**config.mk**
```make
export PLATFORM = sky130hd
export DESIGN_NAME = spcg_gate
export DESIGN_NICKNAME = d
export VERILOG_FILES = /design/src/rtl/spcg_reply_tx.v /design/src/rtl/spcg_gate.v
export VERILOG_INCLUDE_DIRS = /design/src /design/src/rtl
export SDC_FILE = /design/constraint.sdc
export NUM_CORES = 1
export LEC_CHECK = 0
export BUFFER_PORTS_ARGS = -buffer_cell sky130_fd_sc_hd__buf_2
export CORE_AREA = 2 2 193 119
export CTS_CLUSTER_DIAMETER = 80
export DETAILED_ROUTE_END_ITERATION = 10
export DIE_AREA = 0 0 195 121
export MAX_ROUTING_LAYER = met4
export PLACE_DENSITY = 0.76
export SETUP_SLACK_MARGIN = 0.4
export SLEW_MARGIN = 20
export SYNTH_ARGS = -nofsm -noshare
export SYNTH_HDL_FRONTEND = slang
export SYNTH_SLANG_ARGS = --single-unit
```
**constraint.sdc**
```tcl
create_clock -name pclk -period 3.75 [get_ports pclk]
set_input_delay 0.75 -clock pclk [delete_from_list [all_inputs] [get_ports pclk]]
set_output_delay 0.75 -clock pclk [all_outputs]
set_load 0.005 [all_outputs]
```
**src/rtl/spcg_regs.vh**
```
// register map, frame constants and command codes of the serial prom command gate
`ifndef SPCG_REGS_VH
`define SPCG_REGS_VH

// ----
// register indices and byte addresses
// ----
`define SPCG_GATE_IDX 12'hfea
`define SPCG_GATE_ADDR 14'h3fa8
`define SPCG_STAT_IDX 12'hfe9
`define SPCG_STAT_ADDR 14'h3fa4

// ----
// field positions and reset values
// ----
`define SPCG_GATE_PIN_BIT 0
`define SPCG_GATE_RESET 1'b0
`define SPCG_STAT_PROT_BIT 0
`define SPCG_STAT_NBLK_BIT 1
`define SPCG_STAT_HALT_BIT 2
`define SPCG_STAT_LOOP_BIT 3

// ----
// operation command codes
// ----
`define SPCG_CMD_WRITE 8'h30
`define SPCG_CMD_RAMLOAD 8'h60
`define SPCG_CMD_SUM 8'h90
`define SPCG_CMD_ID 8'hc0
`define SPCG_CMD_STATUS 8'hc3
`define SPCG_CMD_ERASE 8'hf0
`define SPCG_CMD_PROTECT 8'hf4

// ----
// reply frames
// ----
`define SPCG_KIND_ECHO 2'h0
`define SPCG_KIND_ID 2'h1
`define SPCG_KIND_STAT 2'h2
`define SPCG_START_MARK 8'h3a
`define SPCG_ID_COUNT 8'h0a
`define SPCG_ID_ADDR_LEN 8'h02
`define SPCG_ID_BLOCKS 8'h01
`define SPCG_ID_LAST 4'hc
`define SPCG_STAT_COUNT 8'h04
`define SPCG_STAT_LAST 4'h6
`define SPCG_RSVD_BYTE 8'h00

// ----
// flash geometry and password limits
// ----
`define SPCG_ROM_FIRST 16'hc000
`define SPCG_ROM_LAST 16'hffff
`define SPCG_BLANK_FIRST 16'hffe0
`define SPCG_BLANK_COUNT 8'h20
`define SPCG_ERASED_BYTE 8'hff
`define SPCG_PW_MIN 8'h08
`define SPCG_ADDR_BYTES 8'h04

`endif

```
**src/rtl/spcg_reply_tx.v**
```verilog
// byte sender for the command echo and the identification and status frames
`timescale 1ns/1ps
`default_nettype none
`include "spcg_regs.vh"

module spcg_reply_tx #(
  parameter [7:0] ID_RESERVED = 8'h5a // arbitrary neutral value
) (
  // clock and reset
  input wire pclk,
  input wire presetn,
  // frame request
  input wire start,
  input wire [1:0] kind,
  input wire [7:0] arg,
  // byte stream towards the uart
  input wire tx_ready,
  output reg tx_valid,
  output reg [7:0] tx_data,
  output wire busy
);

  reg [1:0] kind_r;
  reg [7:0] arg_r;
  reg [3:0] idx_r;
  reg [7:0] sum_r;
  wire [7:0] sum_nxt;
  wire [3:0] last_idx;
  wire [3:0] idx_inc;
  localparam [15:0] ROM_LO = `SPCG_ROM_FIRST;
  localparam [15:0] ROM_HI = `SPCG_ROM_LAST;

  // fixed byte of a frame at a given position
  function [7:0] frame_byte;
    input [1:0] k;
    input [3:0] i;
    input [7:0] a;
    begin
      frame_byte = `SPCG_RSVD_BYTE;
      if (k == `SPCG_KIND_ECHO) begin
        frame_byte = a;
      end else if (k == `SPCG_KIND_ID) begin
        case (i)
          4'h0: frame_byte = `SPCG_START_MARK;
          4'h1: frame_byte = `SPCG_ID_COUNT;
          4'h2: frame_byte = `SPCG_ID_ADDR_LEN;
          4'h3: frame_byte = ID_RESERVED;
          4'h7: frame_byte = `SPCG_ID_BLOCKS;
          4'h8: frame_byte = ROM_LO[15:8];
          4'h9: frame_byte = ROM_LO[7:0];
          4'ha: frame_byte = ROM_HI[15:8];
          4'hb: frame_byte = ROM_HI[7:0];
          default: frame_byte = `SPCG_RSVD_BYTE;
        endcase
      end else begin
        case (i)
          4'h0: frame_byte = `SPCG_START_MARK;
          4'h1: frame_byte = `SPCG_STAT_COUNT;
          4'h2: frame_byte = a;
          default: frame_byte = `SPCG_RSVD_BYTE;
        endcase
      end
    end
  endfunction

  // last position per frame kind
  assign last_idx = (kind_r == `SPCG_KIND_ID) ? `SPCG_ID_LAST :
                    (kind_r == `SPCG_KIND_STAT) ? `SPCG_STAT_LAST : 4'h0;
  assign idx_inc = idx_r + 4'h1;
  // running sum from the third byte onward
  assign sum_nxt = (idx_r >= 4'h2) ? sum_r + tx_data : sum_r;
  assign busy = tx_valid;

  // frame sequencer
  always @(posedge pclk or negedge presetn) begin
    if (!presetn) begin
      kind_r <= 2'h0;
      arg_r <= 8'h00;
      idx_r <= 4'h0;
      sum_r <= 8'h00;
      tx_valid <= 1'b0;
      tx_data <= 8'h00;
    end else if (start && !tx_valid) begin
      kind_r <= kind;
      arg_r <= arg;
      idx_r <= 4'h0;
      sum_r <= 8'h00;
      tx_data <= frame_byte(kind, 4'h0, arg);
      tx_valid <= 1'b1;
    end else if (tx_valid && tx_ready) begin
      if (idx_r == last_idx) begin
        tx_valid <= 1'b0;
      end else begin
        idx_r <= idx_inc;
        sum_r <= sum_nxt;
        // closing byte makes bytes three onward total zero
        if (idx_inc == last_idx) begin
          tx_data <= 8'h00 - sum_nxt;
        end else begin
          tx_data <= frame_byte(kind_r, idx_inc, arg_r);
        end
      end
    end
  end

endmodule
`default_nettype wire

```
**src/rtl/spcg_gate.v**
```verilog
// serial programming command gate with apb register slave
//
// Local design decision: the APB register port.
`timescale 1ns/1ps
`default_nettype none
`include "spcg_regs.vh"

// What this block does
// - password mismatch flags error and halts
// - id frame: 13 bytes, 3ah, 0ah
// - id carries length, block count, rom bounds
// - id checksum zeroes bytes three to twelve
// - status frame: 7 bytes, 3ah, 04h, status
// - status checksum zeroes bytes three to six
// - status shows protect and nonblank flags
// - protection refuses write and ram loader
// - query commands and blank erase need no password
// - nonblank part needs password for guarded commands
// - refused command echoed, then halt
// - start not above end erases sectors
// - start above end: chip erase, unprotect
// - sector erase under protection loops forever
// - sector erase without flash cells halts
// - programming mode fixes non-uart port inputs
// - gate bit resets 0, 1 frees inputs
// - gate register inert outside programming mode
module spcg_gate #(
  parameter PORT_W = 8,
  parameter UART_A_BIT = 3,
  parameter UART_B_BIT = 2,
  parameter [7:0] ID_RESERVED = 8'h5a // arbitrary neutral value
) (
  // clock and reset
  input wire pclk,
  input wire presetn,
  // apb slave
  input wire [13:0] paddr,
  input wire psel,
  input wire penable,
  input wire pwrite,
  input wire [31:0] pwdata,
  output reg [31:0] prdata,
  output wire pready,
  output wire pslverr,
  // mode and stored state
  input wire prom_mode,
  input wire protect_stored,
  // uart byte streams
  input wire rx_valid,
  input wire [7:0] rx_data,
  input wire tx_ready,
  output wire tx_valid,
  output wire [7:0] tx_data,
  // flash read port, data one cycle after the strobe
  output reg flash_rd,
  output reg [15:0] flash_addr,
  input wire [7:0] flash_rdata,
  // operation engine
  output reg cmd_start,
  output reg [7:0] cmd_code,
  input wire cmd_done,
  output reg erase_chip,
  output reg [15:0] erase_first_address,
  output reg [15:0] erase_last_address,
  // status
  output wire read_protect_flag,
  output wire nonblank,
  output wire halted,
  // ports
  input wire [PORT_W-1:0] port_pins,
  output wire [PORT_W-1:0] port_inputs
);

  // ----
  // states
  // ----
  localparam [3:0] S_SCAN = 4'h0;
  localparam [3:0] S_IDLE = 4'h1;
  localparam [3:0] S_ECHO = 4'h2;
  localparam [3:0] S_ADDR = 4'h3;
  localparam [3:0] S_PWLEN = 4'h4;
  localparam [3:0] S_PWCMP = 4'h5;
  localparam [3:0] S_DISP = 4'h6;
  localparam [3:0] S_ERA = 4'h7;
  localparam [3:0] S_ERDEC = 4'h8;
  localparam [3:0] S_EXEC = 4'h9;
  localparam [3:0] S_REPLY = 4'ha;
  localparam [3:0] S_LOOP = 4'hb;
  localparam [3:0] S_HALT = 4'hc;

  reg [3:0] state_r;
  reg [7:0] cnt_r;
  reg [7:0] cmd_r;
  reg refuse_r;
  reg need_pw_r;
  reg need_addr_r;
  reg [15:0] pw_len_addr_r;
  reg [15:0] pw_orig_r;
  reg [7:0] pw_len_r;
  reg [7:0] rx_hold_r;
  reg rd_q_r;
  reg nonblank_r;
  reg protect_r;
  reg halt_r;
  reg gate_r;
  reg frm_start_r;
  reg [1:0] frm_kind_r;
  reg [7:0] frm_arg_r;
  reg refuse_c;
  reg need_pw_c;
  reg need_addr_c;
  wire frm_valid;
  wire frm_busy;
  wire [7:0] status_code;
  wire [7:0] cnt_inc;
  wire rx_take;

  // ----
  // reply sender
  // ----
  spcg_reply_tx #(
    .ID_RESERVED(ID_RESERVED)
  ) u_reply (
    .pclk(pclk),
    .presetn(presetn),
    .start(frm_start_r),
    .kind(frm_kind_r),
    .arg(frm_arg_r),
    .tx_ready(tx_ready & ~halt_r),
    .tx_valid(frm_valid),
    .tx_data(tx_data),
    .busy(frm_busy)
  );

  // nothing leaves a halted device
  assign tx_valid = frm_valid & ~halt_r;
  assign status_code = {6'h00, nonblank_r, protect_r};
  assign cnt_inc = cnt_r + 8'h01;
  assign rx_take = rx_valid & ~halt_r;
  assign read_protect_flag = protect_r;
  assign nonblank = nonblank_r;
  assign halted = halt_r;

  // ----
  // command admission by protect and blank state
  // ----
  always @* begin
    refuse_c = 1'b0;
    need_pw_c = 1'b0;
    need_addr_c = 1'b0;
    case (rx_data)
      `SPCG_CMD_WRITE, `SPCG_CMD_RAMLOAD: begin
        refuse_c = protect_r;
        need_pw_c = nonblank_r;
        need_addr_c = 1'b1;
      end
      `SPCG_CMD_SUM, `SPCG_CMD_ID, `SPCG_CMD_STATUS: begin
        refuse_c = 1'b0;
      end
      `SPCG_CMD_ERASE: begin
        need_pw_c = nonblank_r;
        need_addr_c = 1'b1;
      end
      `SPCG_CMD_PROTECT: begin
        refuse_c = ~nonblank_r;
        need_pw_c = 1'b1;
        need_addr_c = 1'b1;
      end
      default: begin
        refuse_c = 1'b1;
      end
    endcase
  end

  // ----
  // command sequencer
  // ----
  always @(posedge pclk or negedge presetn) begin
    if (!presetn) begin
      state_r <= S_SCAN;
      cnt_r <= 8'h00;
      cmd_r <= 8'h00;
      refuse_r <= 1'b0;
      need_pw_r <= 1'b0;
      need_addr_r <= 1'b0;
      pw_len_addr_r <= 16'h0000;
      pw_orig_r <= 16'h0000;
      pw_len_r <= 8'h00;
      rx_hold_r <= 8'h00;
      rd_q_r <= 1'b0;
      flash_rd <= 1'b0;
      flash_addr <= 16'h0000;
      nonblank_r <= 1'b0;
      protect_r <= 1'b0;
      halt_r <= 1'b0;
      frm_start_r <= 1'b0;
      frm_kind_r <= `SPCG_KIND_ECHO;
      frm_arg_r <= 8'h00;
      cmd_start <= 1'b0;
      cmd_code <= 8'h00;
      erase_chip <= 1'b0;
      erase_first_address <= 16'h0000;
      erase_last_address <= 16'h0000;
    end else begin
      flash_rd <= 1'b0;
      rd_q_r <= flash_rd;
      frm_start_r <= 1'b0;
      cmd_start <= 1'b0;
      case (state_r)
        // protect state, then blank check
        S_SCAN: begin
          if (cnt_r == 8'h00) begin
            protect_r <= protect_stored;
          end
          if (cnt_r < `SPCG_BLANK_COUNT) begin
            flash_rd <= 1'b1;
            flash_addr <= `SPCG_BLANK_FIRST + {8'h00, cnt_r};
            cnt_r <= cnt_inc;
          end
          if (rd_q_r && flash_rdata != `SPCG_ERASED_BYTE) begin
            nonblank_r <= 1'b1;
          end
          if (cnt_r == `SPCG_BLANK_COUNT && !flash_rd && !rd_q_r) begin
            state_r <= S_IDLE;
          end
        end
        // every command byte is echoed first
        S_IDLE: begin
          if (rx_take) begin
            cmd_r <= rx_data;
            refuse_r <= refuse_c;
            need_pw_r <= need_pw_c;
            need_addr_r <= need_addr_c;
            frm_kind_r <= `SPCG_KIND_ECHO;
            frm_arg_r <= rx_data;
            frm_start_r <= 1'b1;
            state_r <= S_ECHO;
          end
        end
        S_ECHO: begin
          if (!frm_start_r && !frm_busy) begin
            cnt_r <= 8'h00;
            if (refuse_r) begin
              halt_r <= 1'b1;
              state_r <= S_HALT;
            end else if (need_addr_r) begin
              state_r <= S_ADDR;
            end else if (cmd_r == `SPCG_CMD_ID) begin
              frm_kind_r <= `SPCG_KIND_ID;
              frm_start_r <= 1'b1;
              state_r <= S_REPLY;
            end else if (cmd_r == `SPCG_CMD_STATUS) begin
              frm_kind_r <= `SPCG_KIND_STAT;
              frm_arg_r <= status_code;
              frm_start_r <= 1'b1;
              state_r <= S_REPLY;
            end else begin
              cmd_code <= cmd_r;
              cmd_start <= 1'b1;
              state_r <= S_EXEC;
            end
          end
        end
        // password length location, then compare origin, upper bytes first
        S_ADDR: begin
          if (rx_take) begin
            pw_len_addr_r <= {pw_len_addr_r[7:0], pw_orig_r[15:8]};
            pw_orig_r <= {pw_orig_r[7:0], rx_data};
            cnt_r <= cnt_inc;
            if (cnt_inc == `SPCG_ADDR_BYTES) begin
              cnt_r <= 8'h00;
              state_r <= need_pw_r ? S_PWLEN : S_DISP;
            end
          end
        end
        S_PWLEN: begin
          if (!flash_rd && !rd_q_r) begin
            flash_rd <= 1'b1;
            flash_addr <= pw_len_addr_r;
          end
          if (rd_q_r) begin
            pw_len_r <= flash_rdata;
            if (flash_rdata < `SPCG_PW_MIN) begin
              halt_r <= 1'b1;
              state_r <= S_HALT;
            end else begin
              state_r <= S_PWCMP;
            end
          end
        end
        // each received byte against the flash copy
        S_PWCMP: begin
          if (rx_take && !flash_rd && !rd_q_r) begin
            rx_hold_r <= rx_data;
            flash_rd <= 1'b1;
            flash_addr <= pw_orig_r + {8'h00, cnt_r};
          end
          if (rd_q_r) begin
            if (flash_rdata != rx_hold_r) begin
              halt_r <= 1'b1;
              state_r <= S_HALT;
            end else if (cnt_inc == pw_len_r) begin
              cnt_r <= 8'h00;
              state_r <= S_DISP;
            end else begin
              cnt_r <= cnt_inc;
            end
          end
        end
        S_DISP: begin
          cnt_r <= 8'h00;
          if (cmd_r == `SPCG_CMD_ERASE) begin
            state_r <= S_ERA;
          end else if (cmd_r == `SPCG_CMD_PROTECT) begin
            protect_r <= 1'b1;
            state_r <= S_IDLE;
          end else begin
            cmd_code <= cmd_r;
            cmd_start <= 1'b1;
            state_r <= S_EXEC;
          end
        end
        // erase area, upper bytes first
        S_ERA: begin
          if (rx_take) begin
            erase_first_address <= {erase_first_address[7:0], erase_last_address[15:8]};
            erase_last_address <= {erase_last_address[7:0], rx_data};
            cnt_r <= cnt_inc;
            if (cnt_inc == `SPCG_ADDR_BYTES) begin
              state_r <= S_ERDEC;
            end
          end
        end
        S_ERDEC: begin
          cmd_code <= cmd_r;
          if (erase_first_address > erase_last_address) begin
            erase_chip <= 1'b1;
            protect_r <= 1'b0;
            cmd_start <= 1'b1;
            state_r <= S_EXEC;
          end else if (protect_r) begin
            halt_r <= 1'b1;
            state_r <= S_LOOP;
          end else if (erase_first_address < `SPCG_ROM_FIRST) begin
            halt_r <= 1'b1;
            state_r <= S_HALT;
          end else begin
            erase_chip <= 1'b0;
            cmd_start <= 1'b1;
            state_r <= S_EXEC;
          end
        end
        S_EXEC: begin
          if (!cmd_start && cmd_done) begin
            state_r <= S_IDLE;
          end
        end
        S_REPLY: begin
          if (!frm_start_r && !frm_busy) begin
            state_r <= S_IDLE;
          end
        end
        // only a reset leaves these
        S_LOOP: begin
          state_r <= S_LOOP;
        end
        S_HALT: begin
          state_r <= S_HALT;
        end
        default: begin
          state_r <= S_HALT;
        end
      endcase
    end
  end

  // ----
  // apb slave, zero wait states
  // ----
  assign pready = 1'b1;
  assign pslverr = psel & penable & (paddr != `SPCG_GATE_ADDR) & (paddr != `SPCG_STAT_ADDR);

  // read data captured in the setup cycle
  always @(posedge pclk or negedge presetn) begin
    if (!presetn) begin
      prdata <= 32'h00000000;
    end else if (psel && !penable && !pwrite) begin
      prdata <= 32'h00000000;
      if (paddr == `SPCG_GATE_ADDR) begin
        prdata[`SPCG_GATE_PIN_BIT] <= gate_r;
      end else if (paddr == `SPCG_STAT_ADDR) begin
        prdata[`SPCG_STAT_PROT_BIT] <= protect_r;
        prdata[`SPCG_STAT_NBLK_BIT] <= nonblank_r;
        prdata[`SPCG_STAT_HALT_BIT] <= halt_r;
        prdata[`SPCG_STAT_LOOP_BIT] <= (state_r == S_LOOP);
        prdata[7:4] <= state_r;
      end
    end
  end

  // port input gate, writable only in programming mode
  always @(posedge pclk or negedge presetn) begin
    if (!presetn) begin
      gate_r <= `SPCG_GATE_RESET;
    end else if (psel && penable && pwrite && paddr == `SPCG_GATE_ADDR && prom_mode) begin
      gate_r <= pwdata[`SPCG_GATE_PIN_BIT];
    end
  end

  // ----
  // port input fixing
  // ----
  genvar gi;
  generate
    for (gi = 0; gi < PORT_W; gi = gi + 1) begin : g_port
      if (gi == UART_A_BIT || gi == UART_B_BIT) begin : g_uart
        assign port_inputs[gi] = port_pins[gi];
      end else begin : g_fix
        assign port_inputs[gi] = (prom_mode & ~gate_r) ? 1'b0 : port_pins[gi];
      end
    end
  endgenerate

endmodule
`default_nettype wire

```
==> summary.txt, run 1 <==
Outcome
  – Status: finished clean

Timing
  – Post-route minimum period: 3.03 ns
  – Final setup TNS: 0 ns
  – Final Max Tran Viols: 0
  – Period utilization: approximately 81%
  – Worst-margin pin slew: around 0.9 ns
  – Max Clk Rate: 330 MHz
  – Final setup viols: 0
  – Min setup slack post-route: approximately 0.72 ns
  – RSZ-0062 raised after global routing: no
  – Hold Fails Final Rpt: 0
  – Final Skew: 0.00779 ns
  – Slew headroom: 40.3%

Yosys
  – Synth async-reset ratio: 100%
  – Seq/Total Area, Yosys: 42.8%
  – Ranking of synthesized cells by area: dfrtp_1 (43%), mux2_2 (7.4%), ha_1 (5.4%)
  – Synth Warn #: 0
  – Synth Area in Compound Gates: 16.8%
  – Avg Synthesized Cell Area: between 9 and 10 um^2
  – Largest family of logic cells by synthesized area: simple AND/OR/NAND/NOR gates
  – Post-synthesis cell type count: 92
  – Number of flops mapped to enable cells by yosys: 0
  – Cell taking the most area after synthesis: dfrtp_1
  – Prevailing post-synth register cell: dfrtp_1
  – Xor and xnor area share after synthesis: under 10%
  – Synth Area in Simple Gates: around 17%
  – Mux share of post-synthesis cell area: 8.05%
  – Adder-cell area share of the yosys netlist: roughly 5.8%
  – Synth Register Bits: approximately 190
  – Top cell type's share of synthesized area: a little over two fifths
  – Post-Syn Instances: around 1100
  – Synthesized area: approximately 0.011 mm^2

CTS
  – Cts repair resizes: 0
  – # H-tree levels: 4
  – Post-CTS Setup Bufs: 0
  – CTS tree: done
  – Clock slew seen by the registers of the worst setup and hold paths: 0.07 ns
  – CTS Buf Count: 17
  – Hold buffer count at CTS: 0
  – Worst skew pair latency: approximately 0.44 ns
  – CTS sink count: 185
  – Max clock buf depth: 2
  – Root Driver: clkbuf_16

GRT
  – GRT Residual Overflow: 0
  – Largest net degree at the start of global routing: 96
  – Wire length of the first global-routing pass: 47600 um
  – Initial antenna violation count: 0
  – GRT Resource Usage Total: 26.4%
  – Vias in the first global route: 8761

Floorplanning
  – Site row count: 42
  – Die ar.: 0.0236 mm^2
  – Floorplan core area: 0.0218 mm^2
  – Initial Util: 49.7%
  – # IOs: 193
  – Die height: 121 um
  – Die span in x: 195 um

Power and ir drop
  – Pwr/cell area: between 800 and 900 mW/mm^2
  – Pwr Total: 0.00992 W
  – Pleak: 5.82 nW
  – Peak VDD IR: 0.000392 V

Cells and area
  – Area delta synth->final: 13.6%
  – Final #Nets: around 1400
  – Layout cell share with drive strength beyond 1: 21.9%
  – Final Util: between 50% and 60%
  – Antenna Cells: 0
  – Storage cell area: 0.00463 mm^2
  – FILL cells: between 1500 and 2000
  – Multi-input combinational cell area: 0.00568 mm^2

Detailed routing
  – Vias per cell: 5.95
  – ANT nets after route: 0
  – Vias: slightly above 9000
  – Initial DRC Count: 960
  – Drc violations: 0
  – Total routed wirelength: 29300 um
  – TritonRoute pass-1 iters: 7
  – DR WL/cell: 18.9 um

Placed design
  – Post-DP HPWL: roughly 21000 um
  – RePlAce Congestion: roughly 0.94
  – IO Port Bufs: 132
  – DP Worst Slack: 0.789 ns

Setup path
  – Kind of critical path: flop to flop
  – CP Launch Type: flop
  – CP endpoint kind: flop
  – Required @ worst endpoint: about 4.1 ns
  – Worst path most repeated cell: a21oi_1
  – Worst-path cell chain: ha_1, fa_1, a21o_1, a21oi_1, o21bai_1, a2111o_1, and4b_1, o21ai_0, a21oi_1
  – Biggest cell delay along the critical path: 0.51 ns
  – CP max FO: 8
  – WP data arrival: 3.35 ns
  – Critical-path top delay cell: dfrtp_1

Min path
  – Hold/Removal Path Class: input port to asynchronous set/reset pin

Run
  – Number of max-cap violations: 0
-- worst paths after layout --
check | from | end | slack (ns) | cells past startpoint
max | cnt_r[0] | flash_addr[12] | 0.72 | 9
min | presetn | cmd_code[5] | 0.41 | 1
max reg2reg | cnt_r[0] | flash_addr[12] | 0.72 | 9
min reg2reg | flash_rd | rd_q_r | 0.48 | 0
max in group asynchronous | presetn | frm_arg_r[0] | 2.58 | 2
min in group pclk | flash_rd | rd_q_r | 0.48 | 0
-- Yosys cell counts, types with 5 or more instances --
cell type,count
a22o_1,20
or3_1,9
inv_1,45
o211ai_1,6
nor3_1,23
nand2_1,151
a221oi_1,5
nor2b_1,12
buf_2,10
o21a_1,7
xnor2_1,18
clkbuf_1,35
ha_1,47
nand3_1,31
a211oi_1,12
nor4_1,11
mux2_2,71
xor2_1,20
dfrtp_1,185
and3_1,8
a21o_1,5
buf_4,29
mux2i_1,7
o31ai_1,17
a21oi_1,48
and2_1,11
o22ai_1,10
nand4_1,16
a31oi_1,9
o21ai_0,75
nor2_1,69
nand2b_1,15
a22oi_1,5
-- per-layer routing --
| layer | GRT usage [%] | vias to the layer above | routed length, um |
|---|---|---|---|
| li1 | - | 4251 | - |
| met1 | 39.4 | 4487 | 14300 |
| met2 | 36.7 | 414 | 12200 |
| met3 | 5.34 | 40 | 2410 |
| met4 | 6.35 | 0 | 392 |
| met5 | - | - | 0 |
-- report_power, final --
part           internal [W]  switching (W)
logic               0.00198        0.00250
clock network       0.00106       0.000825
registers           0.00274       0.000822
-- cell usage in the layout, fill, tap and decap left out, types with 11 or more instances in the layout --
master       n
xor2_1      20
buf_2      131
nand3_1     31
mux2_2      71
buf_4       17
clkbuf_16   17
nand4_1     16
nor3_1      22
xnor2_1     18
dfrtp_1    185
ha_1        47
conb_1      25
nor2b_1     12
nand2b_1    15
inv_1       45
nand2_1    151
o31ai_1     17
nor2_1      69
a211oi_1    12
and2_1      11
a22o_1      20
o21ai_0     75
a21oi_1     48
-- kinds of logic after synthesis --
logic type                 Yosys count
and+or+nand+nor                    386
adders and majority gates           49
buffers and inverters              124
DFF                                185
muxes                               78
AOI/OAI and AO/OA                  266
other                                2
xor gates and xnor gates            40
-- worst max-delay path, delay by kind of cell, from the launching register on --
family	cells	cell delay, ns
AO/OA/AOI/OAI	6	1.42
adder cells (fa/ha/maj)	2	0.76
flip-flops	1	0.51
AND/OR/NAND/NOR	1	0.21
-- layout make-up --
class / count / share of cell area [%]
Multi-Input combinational cell: 844 / 46.3
Sequential cell: 185 / 37.7
Timing Repair Buffer: 151 / 6.82
Clock buffer: 18 / 3.49
Tap cell: 286 / 2.91
Inverter: 46 / 1.41
Clock inverter: 14 / 1.40
-- metrics by stage --
| stage | hold slack, ns | instance area, um^2 | instances |
|---|---|---|---|
| 6_report | 0.412 | 12300 | 1544 |
| 5_1_grt | 0.472 | 12300 | 1544 |
| 4_1_cts | 0.443 | 12300 | 1544 |
| 3_5_place_dp | 0.463 | 11700 | 1512 |
| 3_3_place_gp | 0.464 | 11700 | 1512 |
| 2_1_floorplan | 0.397 | 10900 | 1153 |
-- registers in the layout, indices dropped and copies added, names as in the netlist, 8 cells and up --
register             cells
erase_first_address     16
u_reply.sum_r            8
pw_orig_r               16
cnt_r                    8
pw_len_addr_r           16
frm_arg_r                8
rx_hold_r                8
flash_addr              16
erase_last_address      16
cmd_r                    8
cmd_code                 8
pw_len_r                 8
u_reply.arg_r            8
u_reply.tx_data          8
prdata                   8
No activity file was read; power rests on OpenSTA's default activity.
==> run 2: changes to the inputs <==
--- a/config.mk
+++ b/config.mk
@@ -12,7 +12,7 @@
 export DETAILED_ROUTE_END_ITERATION = 10
 export DIE_AREA = 0 0 195 121
 export MAX_ROUTING_LAYER = met4
-export PLACE_DENSITY = 0.76
+export PLACE_DENSITY = 0.79
 export SETUP_SLACK_MARGIN = 0.4
 export SLEW_MARGIN = 20
 export SYNTH_ARGS = -nofsm -noshare
==> constraint.sdc (replaced) <==
create_clock -name pclk -period 2.6 [get_ports pclk]
set_input_delay 0.52 -clock pclk [delete_from_list [all_inputs] [get_ports pclk]]
set_output_delay 0.52 -clock pclk [all_outputs]
set_load 0.005 [all_outputs]
==> run 2 against run 1 <==
Combinational power increased by 110%. Critical path depth up 3. First-iteration DRC count rose by 34%. Total power is 76% higher. Cell count rose by 7.3%.
==> summary.txt, run 2 (same netlist as run 1, synthesis figures left out) <==
Outcome
  – Status: finished clean

Timing
  – Final setup viols: 0 (unchanged)
  – Worst-margin pin slew: 0.637 ns (-0.259 ns)
  – Final setup TNS: 0 ns (unchanged)
  – Post-route minimum period: 2.59 ns (-0.445 ns)
  – Min setup slack post-route: 0.0139 ns (-0.705 ns)
  – Hold Fails Final Rpt: 0 (unchanged)
  – Slew headroom: 57.4% (+17 points)
  – Final Max Tran Viols: 0 (unchanged)
  – Hold_ws: 0.0592 ns (-0.353 ns)
  – Max Clk Rate: 387 MHz (+17%)
  – Period utilization: 99.5% (+19 points)
  – Final Skew: 0.0107 ns (+0.00289 ns)
  – RSZ-0062 raised after global routing: yes

Placed design
  – DP Worst Slack: -0.0488 ns (-0.838 ns)
  – IO Port Bufs: 132 (unchanged)
  – Post-DP HPWL: 22900 um (+7.0%)
  – RePlAce Congestion: 0.978 (+4.3%)

Floorplanning
  – Initial Util: 49.7% (unchanged)
  – Die ar.: 0.0236 mm^2 (unchanged)
  – Die span in x: 195 um (unchanged)
  – Die height: 121 um (unchanged)
  – Floorplan core area: 0.0218 mm^2 (unchanged)
  – # IOs: 193 (unchanged)
  – Site row count: 42 (unchanged)

GRT
  – Largest net degree at the start of global routing: 59 (-39%)
  – GRT Resource Usage Total: 29.9% (+3.5 points)
  – Initial antenna violation count: 0 (unchanged)
  – GRT Residual Overflow: 0 (unchanged)
  – Vias in the first global route: 9582 (+9.4%)
  – Wire length of the first global-routing pass: 53400 um (+12%)

CTS
  – Hold buffer count at CTS: 0 (unchanged)
  – CTS sink count: 185 (unchanged)
  – # H-tree levels: 4 (unchanged)
  – Worst skew pair latency: 0.44 ns (about the same)
  – CTS Buf Count: 17 (unchanged)
  – CTS tree: done
  – Root Driver: clkbuf_16
  – Clock slew seen by the registers of the worst setup and hold paths: 0.07 ns (about the same)
  – Max clock buf depth: 2 (unchanged)

Detailed routing
  – Initial DRC Count: 1291 (+34%)
  – Drc violations: 0 (unchanged)
  – ANT nets after route: 0 (unchanged)
  – Vias per cell: 6.13 (+3.0%)
  – Vias: 10150 (+10%)
  – TritonRoute pass-1 iters: 8 (+1)
  – DR WL/cell: 21.5 um (+14%)
  – Total routed wirelength: 35700 um (+22%)

Setup path
  – WP data arrival: 2.96 ns (-0.39 ns)
  – CP Launch Type: flop
  – Kind of critical path: flop to flop
  – Reg2Reg Capture Point: cnt_r[6]
  – Critical-path top delay cell: dfrtp_2
  – CP endpoint kind: flop
  – FF-to-FF Start: cnt_r[0]
  – FF-to-FF path depth: 12 (+3)
  – CP bufs+invs: 4 (+4)
  – CP max FO: 6 (-2)
  – Kind of cell adding the most delay to the critical path: simple AND/OR/NAND/NOR gates
  – Biggest cell delay along the critical path: 0.43 ns (-0.08 ns)
  – Required @ worst endpoint: 2.97 ns (-1.10 ns)
  – R2R Setup Slk: 0.01 ns (-0.71 ns)
  – Worst-path cell chain: buf_4, buf_6, ha_4, nand3_4, or3_4, nand4_1, nor4_2, buf_4, and2_4, buf_6, nor3b_4, a22o_1

Cells and area
  – Area delta synth->final: 30.1%
  – Layout cell share with drive strength beyond 1: 36.2% (+14 points)
  – Final Util: 64.6% (+8.2 points)
  – Most common cell after layout, fill and taps aside: dfrtp_1
  – Commonest non-fill, non-tap cells in the layout: dfrtp_1 (176), nand2_1 (149), buf_2 (131)
  – Final #Nets: 1486 (+8.2%)
  – Antenna Cells: 0 (unchanged)
  – FILL cells: 1648 (-14%)

Power and ir drop
  – Clock share of power: 16.1% (-2.9 points)
  – Pleak: 6.53 nW (+12%)
  – Int Pwr: 0.0101 W (+76%)
  – Sw power: 0.00732 W (+77%)
  – Pwr/cell area: 1240 mW/mm^2 (+54%)
  – Sw frac: 41.9% (+0.15 points)
  – Comb pwr share: 54.1% (+9.0 points)
  – Pwr Total: 0.0175 W (+76%)
  – Peak VDD IR: 0.000601 V (+53%)
  – Register share of total power: 29.8% (-6.1 points)

Min path
  – Hold/Removal Path Class: input port to asynchronous set/reset pin

Run
  – Number of max-cap violations: 0 (unchanged)
[run 2: stage by stage]
step	std cells	cell area (um^2)
after floorplan	1153	11000
after global placement	1545	12000
after detailed placement	1545	12000
after CTS	1633	13500
after global routing	1656	14100
final	1656	14100
[run 2: layout make-up]
class	instances	area, um^2	share of cell area (%)
repair buffers	261	1820	13.0
inverters	46	178	1.26
clock buffers	20	447	3.18
well taps	286	358	2.54
clock inverters	12	174	1.24
multi-input cells	846	6440	45.8
flip-flops and latches	185	4640	33.0
[run 2: worst max path at each step]
stage | startpoint | end | slack (ns) | cells after the start
after floorplan | u_reply.sum_r[0] | u_reply.tx_data[7] | 0.21 | 10
after global placement | cnt_r[1] | cnt_r[3] | 0.12 | 10
after detailed placement | cnt_r[1] | cnt_r[3] | -0.05 | 10
after CTS | u_reply.tx_data[0] | u_reply.tx_data[7] | 0.12 | 10
after global routing | cnt_r[0] | flash_addr[12] | -0.03 | 9
final | cnt_r[0] | cnt_r[6] | 0.01 | 12
[run 2: power groups by stage]
stage / Clock [W] / Combinational (W) / Sequential, W
after floorplan: 0 / 0.00479 / 0.00480
after global placement: 0 / 0.00658 / 0.00509
after detailed placement: 0 / 0.00677 / 0.00515
after CTS: 0.00281 / 0.00807 / 0.00510
after global routing: 0.00292 / 0.0101 / 0.00533
final: 0.00281 / 0.00945 / 0.00520
[run 2: repair_timing]
item                       in CTS  in global routing
setup endpoints to repair      51                 98
gates resized for setup        84                 81
cloned                          2                  1
pin swaps                      48                 47
setup buffers                  54                 22
[run 2: per-layer routing]
layer | up-vias | share of wire, % | global-route usage, %
met5 | - | 0 | -
met4 | 0 | 2.1 | 7.30
met3 | 86 | 10 | 6.98
met2 | 655 | 45 | 44.6
met1 | 4930 | 43 | 41.6
li1 | 4479 | - | -
==> run 3: changes to the inputs <==
--- a/config.mk
+++ b/config.mk
@@ -8,6 +8,7 @@
 export LEC_CHECK = 0
 export BUFFER_PORTS_ARGS = -buffer_cell sky130_fd_sc_hd__buf_2
 export CORE_AREA = 2 2 193 119
+export CTS_BUF_LIST = sky130_fd_sc_hd__clkbuf_8
 export CTS_CLUSTER_DIAMETER = 80
 export DETAILED_ROUTE_END_ITERATION = 10
 export DIE_AREA = 0 0 195 121
==> constraint.sdc (replaced) <==
create_clock -name pclk -period 2.1 [get_ports pclk]
set_input_delay 0.42 -clock pclk [delete_from_list [all_inputs] [get_ports pclk]]
set_output_delay 0.42 -clock pclk [all_outputs]
set_load 0.005 [all_outputs]
==> run 3 against run 2 <==
The run now ends with negative setup slack left. Critical path depth unchanged. Sequential cell count stayed put. First-iteration DRC count rose by 34%. Die area is the same. Sequential share of layout area shrank 4.8 points. Design area grew 17%. Via count up 14%. Non-clock buffer count rose by 177. Count of clock-buffer cells in the layout down 3. Total power is 39% higher. Critical path type unchanged. Largest power group unchanged.
==> summary.txt, run 3 (same netlist as run 1, synthesis figures left out) <==
CTS
  – Worst skew pair latency: 0.53 ns (+0.09 ns)
  – Clock slew seen by the registers of the worst setup and hold paths: 0.11 ns (+0.04 ns)
  – # H-tree levels: 4 (unchanged)
  – CTS Buf Count: 17 (unchanged)
  – CTS sink count: 185 (unchanged)
  – Max clock buf depth: 2 (unchanged)
  – CTS tree: done
  – Root Driver: clkbuf_8

Power and ir drop
  – Pwr/cell area: 1470 mW/mm^2 (+19%)
  – Pwr Total: 0.0243 W (+39%)
  – Pleak: 7.75 nW (+19%)
  – Peak VDD IR: 0.000813 V (+35%)

Timing
  – Max Clk Rate: 381 MHz (-1.5%)
  – Slew headroom: 50.3% (-7.1 points)
  – Min setup slack post-route: -0.526 ns (-0.540 ns)
  – Worst-margin pin slew: 0.740 ns (+0.103 ns)
  – Final Max Tran Viols: 0 (unchanged)
  – RSZ-0062 raised after global routing: yes
  – Final Skew: 0.0319 ns (+0.0213 ns)
  – Period utilization: 125% (+26 points)
  – Final setup viols: 39 (+39)
  – Hold_ws: 0.112 ns (+0.0528 ns)
  – Post-route minimum period: 2.63 ns (+0.0399 ns)
  – Final setup TNS: -10.85 ns (-10.85 ns)
  – Hold Fails Final Rpt: 0 (unchanged)

Setup path
  – CP bufs+invs: 3 (-1)
  – Required @ worst endpoint: 2.51 ns (-0.46 ns)
  – WP data arrival: 3.03 ns (+0.07 ns)
  – CP Launch Type: flop
  – Biggest cell delay along the critical path: 0.39 ns (-0.04 ns)
  – Worst-path cell chain: ha_2, inv_2, fa_2, buf_6, xor2_2, nand4b_1, o41ai_4, o211ai_1, buf_4, and4bb_1, xor2_1, o21a_1
  – Kind of critical path: flop to flop
  – CP max FO: 2 (-4)
  – CP endpoint kind: flop
  – Critical-path top delay cell: dfrtp_1
  – Kind of cell adding the most delay to the critical path: adder cells

Outcome
  – Status: finished, violations left
  – Failing checks: negative setup slack

Cells and area
  – Most common cell after layout, fill and taps aside: buf_4
  – Storage cell area: 0.00465 mm^2 (+0.16%)
  – Area delta synth->final: 52.4%
  – Multi-input combinational cell area: 0.00725 mm^2 (+12%)
  – Layout cell share with drive strength beyond 1: 51.0% (+15 points)
  – Final Non-Filler Cells: 1836 (+11%)
  – Commonest non-fill, non-tap cells in the layout: buf_4 (214), dfrtp_1 (170), nand2_1 (120)
  – Final #Nets: 1661 (+12%)
  – FILL cells: 1289 (-22%)
  – Finished Cell Area: 0.0165 mm^2 (+17%)

Floorplanning
  – Site row count: 42 (unchanged)
  – Die height: 121 um (unchanged)
  – Die span in x: 195 um (unchanged)
  – Initial Util: 49.7% (unchanged)
  – Floorplan core area: 0.0218 mm^2 (unchanged)
  – # IOs: 193 (unchanged)
  – Die ar.: 0.0236 mm^2 (unchanged)

Placed design
  – Post-DP HPWL: 25700 um (+12%)
  – RePlAce Congestion: 0.994 (+1.7%)
  – Area of placed instances: 0.0135 mm^2 (+12%)
  – IO Port Bufs: 132 (unchanged)
  – Post-Place Cells: 1694 (+9.6%)

Run
  – Number of max-cap violations: 0 (unchanged)

GRT
  – Initial antenna violation count: 5 (+5)
  – Largest net degree at the start of global routing: 56 (-5.1%)
  – Vias in the first global route: 10970 (+14%)
  – GRT Residual Overflow: 0 (unchanged)
  – GRT Resource Usage Total: 34.2% (+4.3 points)
  – Wire length of the first global-routing pass: 60800 um (+14%)

Min path
  – Hold/Removal Path Class: input port to flop

Detailed routing
  – Drc violations: 0 (unchanged)
  – ANT nets after route: 0 (unchanged)
  – TritonRoute pass-1 iters: 7 (-1)
  – DR WL/cell: 23.7 um (+10%)
  – Initial DRC Count: 1734 (+34%)
  – Vias: 11553 (+14%)
  – Vias per cell: 6.29 (+2.7%)
  – Total routed wirelength: 43500 um (+22%)
-- run 3: cell types whose count changed in the layout (fill, tap and decap cells not counted), moves of 22 or more --
| cell | delta |
|---|---|
| buf_6 | +52 |
| o21ai_2 | +22 |
| buf_4 | +119 |
| o21ai_0 | -29 |
| nand2_1 | -29 |
| mux2_2 | -63 |
| mux2_4 | +63 |
-- run 3: worst register-to-register path, stage by stage, from the launching register on --
cell and delay (ns):
dfrtp_1 0.39, ha_2 0.20, inv_2 0.04, fa_2 0.36, buf_6 0.14, xor2_2 0.19
nand4b_1 0.20, o41ai_4 0.11, o211ai_1 0.17, buf_4 0.17, and4bb_1 0.29, xor2_1 0.08
o21a_1 0.17
-- run 3: what timing repair did --
action                                  CTS  global route
resized for setup                       216           186
endpoints found under the hold margin    48             0
pin swaps                                67            61
setup buffers                            62            29
hold buffers                              1             0
endpoints found under the setup margin  141           154
gates cloned                             10             3
-- run 3: power by group --
group          internal [W]  switching [W]
registers           0.00491        0.00150
clock network      0.000863        0.00156
logic               0.00777        0.00765
-- run 3: path summary, 6_finish.rpt --
| check | slack [ns] | depth (start not counted) | end | start |
|---|---|---|---|---|
| max | -0.53 | 12 | u_reply.tx_data[7] | u_reply.tx_data[0] |
| min | 0.11 | 3 | gate_r | pwdata[0] |
| max reg2reg | -0.53 | 12 | u_reply.tx_data[7] | u_reply.tx_data[0] |
| min reg2reg | 0.51 | 2 | u_reply.arg_r[7] | u_reply.arg_r[7] |
| max in group asynchronous | 1.01 | 3 | cnt_r[0] | presetn |
| min in group asynchronous | 0.40 | 2 | erase_first_address[0] | presetn |
-- run 3: area by class of cell --
type | count | share of cell area (%)
diodes | 5 | 0.0760
clock buffers | 17 | 1.42
clock inverters | 15 | 0.828
inverters | 46 | 1.09
multi-input cells | 844 | 44.0
flip-flops and latches | 185 | 28.2
well taps | 286 | 2.17
repair buffers | 438 | 22.2
-- run 3: through the flow --
stage          util, %  setup WS, ns
2_1_floorplan        -        -0.288
3_3_place_gp      62.1        -0.354
3_5_place_dp      62.1        -0.388
4_1_cts           71.0        -0.368
5_1_grt           75.7        -0.551
6_report          75.7        -0.526
-- run 3: per-layer routing --
metal  vias to the layer above  track usage (%)  wire length [um]
li1                       4823                -                 -
met4                         0             13.0              1650
met1                      5649             47.2             17600
met3                       182             8.62              5090
met5                         -                -                 0
met2                       899             48.8             19200
